===== src/ras_cfg.svh =====
// Constants of the return address stack: offsets, fields, resets, vectors
`ifndef RAS_CFG_SVH
`define RAS_CFG_SVH

// ----------------------------------------
// Register offsets on the plain port
// ----------------------------------------
`define RAS_ADDR_PTR 4'h0
`define RAS_ADDR_TOP_LOW_BYTE 4'h1
`define RAS_ADDR_TOP_HIGH_BYTE 4'h2
`define RAS_ADDR_TOP_UPPER_BYTE 4'h3

// ----------------------------------------
// Pointer register fields
// ----------------------------------------
`define RAS_FULL_BIT 7
`define RAS_UNF_BIT 6
`define RAS_PTR_MSB 4
`define RAS_PTR_RESET 5'h00
`define RAS_PTR_MAX 5'h1F
`define RAS_PTR_ONE 5'h01

// ----------------------------------------
// Program counter values
// ----------------------------------------
`define RAS_VEC_RESET 21'h000000
`define RAS_VEC_HIGH 21'h000008
`define RAS_VEC_LOW 21'h000018
`define RAS_PC_STEP 21'h000002
`define RAS_PC_ZERO 21'h000000
// First address above implemented program memory
`define RAS_IMPL_END 21'h008000

`endif


===== src/ras_pkg.sv =====
// Types shared by the return address stack and its users
package ras_pkg;

	// ----------------------------------------
	// Sequencer operations
	// ----------------------------------------
	typedef enum logic [3:0] {
		OP_NONE = 4'b0000,
		OP_CALL = 4'b0001,
		OP_RELATIVE_CALL = 4'b0010,
		OP_INT_ACK = 4'b0011,
		OP_RETURN = 4'b0100,
		OP_RETURN_WITH_LITERAL = 4'b0101,
		OP_RETURN_FROM_INTERRUPT = 4'b0110,
		OP_PUSH = 4'b0111,
		OP_POP = 4'b1000
	} op_t;

	typedef struct packed {
		op_t op;
		logic fast;
		logic int_high;
		logic [20:0] pc;
	} req_t;

	typedef struct packed {
		logic [7:0] status;
		logic [7:0] working_register;
		logic [3:0] bank_select_register;
	} shadow_t;

	typedef struct packed {
		logic valid;
		logic [20:0] addr;
	} pc_load_t;

	typedef struct packed {
		logic valid;
		shadow_t regs;
	} restore_t;

	typedef struct packed {
		logic wr;
		logic rd;
		logic [3:0] addr;
		logic [7:0] wdata;
	} bus_req_t;

endpackage : ras_pkg


===== src/return_address_stack.sv =====
// Return address stack with pointer register and fast shadow stack
//
// Implementation choices: the plain strobed port and the placing of the registers.
`timescale 1ns/100ps
`include "ras_cfg.svh"
`default_nettype none

module return_address_stack
	import ras_pkg::*;
(
	// Clock and resets
	input wire logic clk,
	input wire logic resetn,
	input wire logic dev_reset_n,
	// Configuration
	input wire logic stack_fault_reset_enable,
	// Sequencer requests
	input wire req_t req,
	input wire shadow_t core_regs,
	// Program fetch
	input wire logic [20:0] fetch_addr,
	input wire logic [15:0] fetch_word,
	output logic [15:0] fetch_word_ff,
	// Program counter and shadow restore
	output pc_load_t pc_load_ff,
	output restore_t restore_ff,
	output logic fault_reset_ff,
	// Register port
	input wire bus_req_t bus,
	output logic [7:0] rd_data_ff
);

	// ----------------------------------------
	// Helpers
	// ----------------------------------------
	function automatic logic is_push(input op_t op);
		is_push = (op == OP_CALL) || (op == OP_RELATIVE_CALL)
			|| (op == OP_INT_ACK) || (op == OP_PUSH);
	endfunction : is_push

	function automatic logic is_pop(input op_t op);
		is_pop = (op == OP_RETURN) || (op == OP_RETURN_WITH_LITERAL)
			|| (op == OP_RETURN_FROM_INTERRUPT) || (op == OP_POP);
	endfunction : is_pop

	function automatic logic [20:0] byte_merge(
		input logic [20:0] word,
		input logic [3:0] addr,
		input logic [7:0] data
	);
		logic [20:0] w;
		w = word;
		if (addr == `RAS_ADDR_TOP_LOW_BYTE) begin
			w[7:0] = data;
		end else if (addr == `RAS_ADDR_TOP_HIGH_BYTE) begin
			w[15:8] = data;
		end else begin
			w[20:16] = data[4:0];
		end
		byte_merge = w;
	endfunction : byte_merge

	// ----------------------------------------
	// State
	// ----------------------------------------
	logic [4:0] ptr_ff;
	logic full_ff;
	logic unf_ff;
	shadow_t shadow_ff;
	// Pointer zero has no storage, so the array starts at one
	logic [20:0] stack_mem [1:31];

	logic [4:0] nxt_ptr;
	logic nxt_full;
	logic nxt_unf;
	pc_load_t nxt_pc_load;
	restore_t nxt_restore;
	logic [7:0] nxt_rd_data;

	// ----------------------------------------
	// Request decode
	// ----------------------------------------
	wire active = dev_reset_n;
	wire push_any = active & is_push(req.op);
	wire pop_any = active & is_pop(req.op);
	wire op_int = active & (req.op == OP_INT_ACK);
	wire op_call = active & ((req.op == OP_CALL) || (req.op == OP_RELATIVE_CALL));
	wire pop_loads_pc = pop_any & (req.op != OP_POP);
	wire ret_fast = active & req.fast
		& ((req.op == OP_RETURN) || (req.op == OP_RETURN_FROM_INTERRUPT));

	// ----------------------------------------
	// Pointer arithmetic
	// ----------------------------------------
	// zero is empty only
	wire at_zero = (ptr_ff == `RAS_PTR_RESET);
	wire at_top = (ptr_ff == `RAS_PTR_MAX);
	wire [4:0] ptr_inc = 5'(ptr_ff + `RAS_PTR_ONE);
	wire [4:0] ptr_dec = 5'(ptr_ff - `RAS_PTR_ONE);
	wire last_push = push_any & (ptr_inc == `RAS_PTR_MAX);
	wire over_push = push_any & at_top;
	wire underflow = pop_any & at_zero;
	// fault reset on full or underflow
	wire fault = stack_fault_reset_enable & (last_push | over_push | underflow);

	wire [20:0] top_word = at_zero ? `RAS_PC_ZERO : stack_mem[ptr_ff];
	// with fault reset enabled, last push stores PC plus two
	wire [20:0] push_value = (last_push & stack_fault_reset_enable)
		? 21'(req.pc + `RAS_PC_STEP) : req.pc;

	// ----------------------------------------
	// Register port decode
	// ----------------------------------------
	wire hw_op = push_any | pop_any;
	wire sel_ptr = (bus.addr == `RAS_ADDR_PTR);
	wire sel_tos = (bus.addr == `RAS_ADDR_TOP_LOW_BYTE) || (bus.addr == `RAS_ADDR_TOP_HIGH_BYTE)
		|| (bus.addr == `RAS_ADDR_TOP_UPPER_BYTE);
	// Stack operations win over a same-cycle pointer write
	wire sw_ptr_wr = bus.wr & sel_ptr & ~hw_op;
	// flag bits clear only when written zero
	wire clr_full = bus.wr & sel_ptr & ~bus.wdata[`RAS_FULL_BIT];
	wire clr_unf = bus.wr & sel_ptr & ~bus.wdata[`RAS_UNF_BIT];
	// no push write while the pointer is at the top
	wire hw_mem_wr = push_any & ~at_top;
	wire sw_tos_wr = bus.wr & sel_tos & ~at_zero & ~hw_op;
	wire [20:0] tos_merged = byte_merge(top_word, bus.addr, bus.wdata);

	// ----------------------------------------
	// Next pointer
	// ----------------------------------------
	always_comb begin
		nxt_ptr = ptr_ff;
		if (!active) begin
			nxt_ptr = `RAS_PTR_RESET;
		end else if (fault) begin
			nxt_ptr = `RAS_PTR_RESET;
		end else if (push_any & ~at_top) begin
			nxt_ptr = ptr_inc;
		end else if (pop_any & ~at_zero) begin
			nxt_ptr = ptr_dec;
		end else if (sw_ptr_wr) begin
			nxt_ptr = bus.wdata[`RAS_PTR_MSB:0];
		end
	end

	// ----------------------------------------
	// Sticky flags
	// ----------------------------------------
	// set on 31st push, a set beats a clear
	assign nxt_full = (full_ff & ~clr_full) | last_push | over_push;
	assign nxt_unf = (unf_ff & ~clr_unf) | underflow;

	// ----------------------------------------
	// Program counter load
	// ----------------------------------------
	always_comb begin
		nxt_pc_load.valid = 1'b0;
		nxt_pc_load.addr = `RAS_PC_ZERO;
		if (!active) begin
			nxt_pc_load.valid = 1'b1;
			nxt_pc_load.addr = `RAS_VEC_RESET;
		end else if (op_int) begin
			nxt_pc_load.valid = 1'b1;
			nxt_pc_load.addr = req.int_high ? `RAS_VEC_HIGH : `RAS_VEC_LOW;
		end else if (pop_loads_pc) begin
			nxt_pc_load.valid = 1'b1;
			nxt_pc_load.addr = top_word;
		end
	end

	// no path here touches the PC latches
	// bare push and pop load no PC

	// ----------------------------------------
	// Shadow restore
	// ----------------------------------------
	always_comb begin
		nxt_restore.valid = 1'b0;
		nxt_restore.regs = shadow_ff;
		if (ret_fast) begin
			nxt_restore.valid = 1'b1;
		end
	end

	// ----------------------------------------
	// Read mux
	// ----------------------------------------
	always_comb begin
		nxt_rd_data = 8'h00;
		if (bus.rd) begin
			case (bus.addr)
				`RAS_ADDR_PTR: nxt_rd_data = {full_ff, unf_ff, 1'b0, ptr_ff};
				`RAS_ADDR_TOP_LOW_BYTE: nxt_rd_data = top_word[7:0];
				`RAS_ADDR_TOP_HIGH_BYTE: nxt_rd_data = top_word[15:8];
				`RAS_ADDR_TOP_UPPER_BYTE: nxt_rd_data = {3'h0, top_word[20:16]};
				default: nxt_rd_data = 8'h00;
			endcase
		end
	end

	// ----------------------------------------
	// Control registers
	// ----------------------------------------
	always_ff @(posedge clk) begin
		if (!resetn) begin
			ptr_ff <= `RAS_PTR_RESET;
			full_ff <= 1'b0;
			unf_ff <= 1'b0;
		end else begin
			ptr_ff <= nxt_ptr;
			// Only power-on reset or a written zero clears the flags; device reset leaves them
			full_ff <= nxt_full;
			unf_ff <= nxt_unf;
		end
	end

	// ----------------------------------------
	// Stack storage
	// ----------------------------------------
	// No reset on the array: entries above the pointer are dead
	always_ff @(posedge clk) begin
		if (hw_mem_wr) begin
			stack_mem[ptr_inc] <= push_value;
		end else if (sw_tos_wr) begin
			stack_mem[ptr_ff] <= tos_merged;
		end
	end

	// ----------------------------------------
	// Shadow stack
	// ----------------------------------------
	always_ff @(posedge clk) begin
		if (!resetn) begin
			shadow_ff <= '0;
		end else if (op_int | (op_call & req.fast)) begin
			shadow_ff <= core_regs;
		end
	end

	// ----------------------------------------
	// Outputs
	// ----------------------------------------
	always_ff @(posedge clk) begin
		if (!resetn) begin
			pc_load_ff <= '{valid: 1'b1, addr: `RAS_VEC_RESET};
			restore_ff <= '0;
			fault_reset_ff <= 1'b0;
			rd_data_ff <= 8'h00;
			fetch_word_ff <= 16'h0000;
		end else begin
			pc_load_ff <= nxt_pc_load;
			restore_ff <= nxt_restore;
			fault_reset_ff <= fault;
			rd_data_ff <= nxt_rd_data;
			// beyond memory reads as a no-op
			fetch_word_ff <= (fetch_addr >= `RAS_IMPL_END) ? 16'h0000 : fetch_word;
		end
	end

endmodule : return_address_stack

`default_nettype wire


===== config.mk =====
export PLATFORM = sky130hd
export DESIGN_NAME = return_address_stack
export DESIGN_NICKNAME = d
export VERILOG_FILES = /design/src/ras_pkg.sv /design/src/return_address_stack.sv
export VERILOG_INCLUDE_DIRS = /design/src
export SDC_FILE = /design/constraint.sdc
export NUM_CORES = 1
export LEC_CHECK = 0
export ABC_AREA = 0
export ABC_CLOCK_PERIOD_IN_PS = 3950
export BUFFER_PORTS_ARGS = -buffer_cell sky130_fd_sc_hd__clkbuf_2
export CAP_MARGIN = 20
export CORE_ASPECT_RATIO = 1.2
export CORE_MARGIN = 2
export CORE_UTILIZATION = 50
export DETAILED_ROUTE_END_ITERATION = 10
export PLACE_DENSITY = 0.73
export SLEW_MARGIN = 20
export SYNTH_ARGS = -nofsm -noshare
export SYNTH_HDL_FRONTEND = slang
export SYNTH_SLANG_ARGS = --single-unit

===== constraint.sdc =====
create_clock -name clk -period 3.95 [get_ports clk]
set_input_delay 0.395 -clock clk [delete_from_list [all_inputs] [get_ports clk]]
set_output_delay 0.395 -clock clk [all_outputs]
set_load 0.01 [all_outputs]

==> summary.md <==
| Metric | Value |
|---|---|
| Status | completed |
| Worst min-delay path class | input port to register |
| Initial antenna violation count | 1 |
| TritonCTS clock tree | yes |
| Largest family of logic cells by synthesized area | multiplexers |
| Vias in the first global route | 17300 |
| Top sig layer | met4 |
| Via count | 17300 |
| Initial DRC Count | 1929 |
| Worst setup EP type | register |
| Seq/Total Area, Yosys | 0.729 |
| Pwr per Cell Area | 464 nW/um^2 |
| Multiplexer share of the synthesized area | 0.135 |
| GRT Residual Overflow | 0 |
| Post-synthesis async set-or-reset flop share | 0 |
| Worst-path clk slew | 60 ps |
| Fill count | 4144 |
| Final HPWL DP | 49900 um |
| CTS Buffer Depth | 3 |
| Register area | 21600 um^2 |
| Syn Area/Cell | 17.4 um^2 |
| Slowest Stage Delay on Critical Path | 540 ps |
| Slew headroom | 0.312 |
| Final hold vios | 0 |
| Ys flop type | edfxtp_1 |
| Metal3 WL | 7500 um |
| TritonRoute pass-1 iters | 5 |
| Largest cells by area after synthesis | edfxtp_1 66%, mux4_2 8.6%, dfxtp_1 6.8% |
| Leakage | 0.0114 uW |
| IO buf count | 154 |
| Crit-path leading delay family | simple AND/OR/NAND/NOR gates |
| Multi-input logic area | 7670 um^2 |
| M1 WL | 29200 um |
| Vias per inst | 6.16 |
| Compound-Gate Fraction of Synth Area | 0.0507 |
| Synth Area in Adders | 0.00254 |
| # setup viols final | 0 |
| Horiz. Die Dim | 226 um |
| Setup TNS | 0 ps |
| IO Pins | 170 |
| Largest net degree at the start of global routing | 43 |
| CTS Root Cell | clkbuf_16 |
| Routed Antenna Nets | 0 |
| Yosys top cell area share | 0.661 |
| Post-route DRC | 0 |
| Final period util | 0.910 |
| Xor/xnor share of the synthesized area | 0.00711 |
| Max VDD drop | 0.000267 V |
| Worst Setup Start Kind | register |
| Synth Area in Simple Gates | 0.0563 |
| Crit path kind | register to register |
| Global-route wire length before repair | 114000 um |
| Synth cell types | 70 |
| Minimum clock period | 3590 ps |
| P&R area growth vs syn | 17.1% |
| Worst Skew | 30.4 ps |
| Slew Limit Fails | 0 |
| Mapped Cells | 1697 |
| Die Height | 270 um |
| Met2 routed wirelength | 38500 um |
| Crit path DAT | 3920 ps |
| Biggest area consumer among synthesized cells | edfxtp_1 |
| Std-Cell Rows | 97 |
| Slowest CP cell | nor2_2 |
| Post-Syn Area | 29600 um^2 |
| Max-cap violations | 0 |
| Total track usage | 0.258 |
| Die Footprint | 61100 um^2 |
| Fmax | 0.278 GHz |
| EDFF count, synth | 651 |
| CP bufs+invs | 3 |
| Number of synthesized register bits | 751 |
| DR WL/cell | 28.0 um |
| Final #Nets | 2077 |
| Clock Latency Late Sink | 630 ps |
| CTS buffer count | 69 |
| GP Congestion | 0.974 |
| Slew at the pin closest to its max-slew limit | 1030 ps |
| Critical-path cell list | inv_1 > ha_1 > nor4b_2 > nor3_1 > o2111ai_4 > buf_4 > nor3_1 > a31oi_2 > nor2_2 > buf_4 |
| RSZ-0062 raised after global routing | false |
| H-tree Lvls | 3 |
| Post-synthesis net count | 1805 |
| Initial Util | 0.506 |
| Final core occ | 0.593 |
| CP required | 4280 ps |
| Layout cells sized above 1 | 0.275 |
| Core area | 58400 um^2 |
| CTS sink cnt | 751 |
| CP max FO | 25 |
| Yosys warns | 0 |
| Final WL | 78900 um |
==> report_power, final <==
group	switching [uW]	leakage (uW)	internal, uW
sequential	27.0	0.00666	8660
clock	2830	0.00108	3820
combinational	454	0.00369	263
total	3310	0.0114	12700
==> timing repair <==
item / in CTS / in global routing
setup buffers: 0 / 0
endpoints found under the hold margin: 17 / 0
gates resized for setup: 0 / 0
hold buffers: 17 / 0
==> final timing paths <==
kind	cells after the start	end	slack [ps]	start
min	3	nxt_restore[4]	30	core_regs[4]
min reg2reg	1	restore_ff[16]	450	nxt_restore[16]
max reg2reg	10	stack_mem[6][8]	360	ptr_ff[1]
max	10	stack_mem[6][8]	360	ptr_ff[1]
==> synthesized netlist by cell type, types with 20 or more instances <==
master    count
mux2i_1     131
and2_1       48
mux4_2      113
a21oi_1      55
edfxtp_1    651
nand3_1      21
nor2_1      108
clkbuf_1     35
o22ai_1      20
a22oi_1      29
nor3_1       25
dfxtp_1     100
nand2_1      86
==> cell families (layout without fill, tap and decap cells) <==
group / after synthesis / in the layout
compound gates: 217 / 217
xor+xnor: 24 / 24
fa+ha+maj: 6 / 6
buf+inv: 98 / 421
flops: 751 / 751
mux: 255 / 255
other cells: 0 / 1
simple gates: 346 / 346
==> cell type report <==
class,count,share of cell area
Antenna cell,1,0.0000723
Clock buffer,89,0.0542
Clock inverter,33,0.0103
Inverter,12,0.00130
Multi-Input combinational cell,848,0.222
Sequential cell,751,0.623
Tap cell,792,0.0286
Timing Repair Buffer,287,0.0607
==> metrics by stage <==
| step | worst slack (ps) | total power [uW] | hold WS [ps] | instance area [um^2] | instances |
|---|---|---|---|---|---|
| 6_report | 356 | 16100 | 25.5 | 34600 | 2813 |
| 4_1_cts | 282 | 16100 | 4.50 | 34600 | 2812 |
| 3_3_place_gp | 423 | 9520 | 435 | 32100 | 2673 |
| 5_1_grt | 181 | 16500 | 28.4 | 34600 | 2813 |
| 3_5_place_dp | 317 | 9540 | 444 | 32200 | 2673 |
| 2_1_floorplan | 222 | 9230 | 430 | 29600 | 1697 |
==> flip-flops by register name, indices dropped and copies added, names as in the netlist, named ones only <==
register	count
restore_ff	21
unf_ff	1
nxt_restore	20
fetch_word_ff	16
rd_data_ff	8
fault_reset_ff	1
stack_mem	651
pc_load_ff	22
full_ff	1
ptr_ff	5
==> per-layer routing <==
metal / up-vias / track usage
li1: 7290 / -
met1: 8803 / 0.330
met5: - / 0
met4: 0 / 0.123
met2: 1047 / 0.426
met3: 192 / 0.0492
==> cells in the final DEF (no fill, tap or decap), drive strengths merged, types with 17 or more instances in the layout <==
cell type / count
edfxtp: 651
clkbuf: 243
mux2i: 131
buf: 116
mux4: 114
nor2: 108
dfxtp: 100
nand2: 86
a21oi: 55
and2: 49
a22oi: 29
nor3: 25
nand3: 21
clkinv: 21
o22ai: 20
a221oi: 19
o21ai: 18
xor2: 17
dlygate4sd3: 17
==> tightest hold or removal path, cell delays in order <==
cell and delay (ps):
clkbuf_2 80, mux2i_1 60, nor2_1 80
No activity file was read; power rests on OpenSTA's default activity.
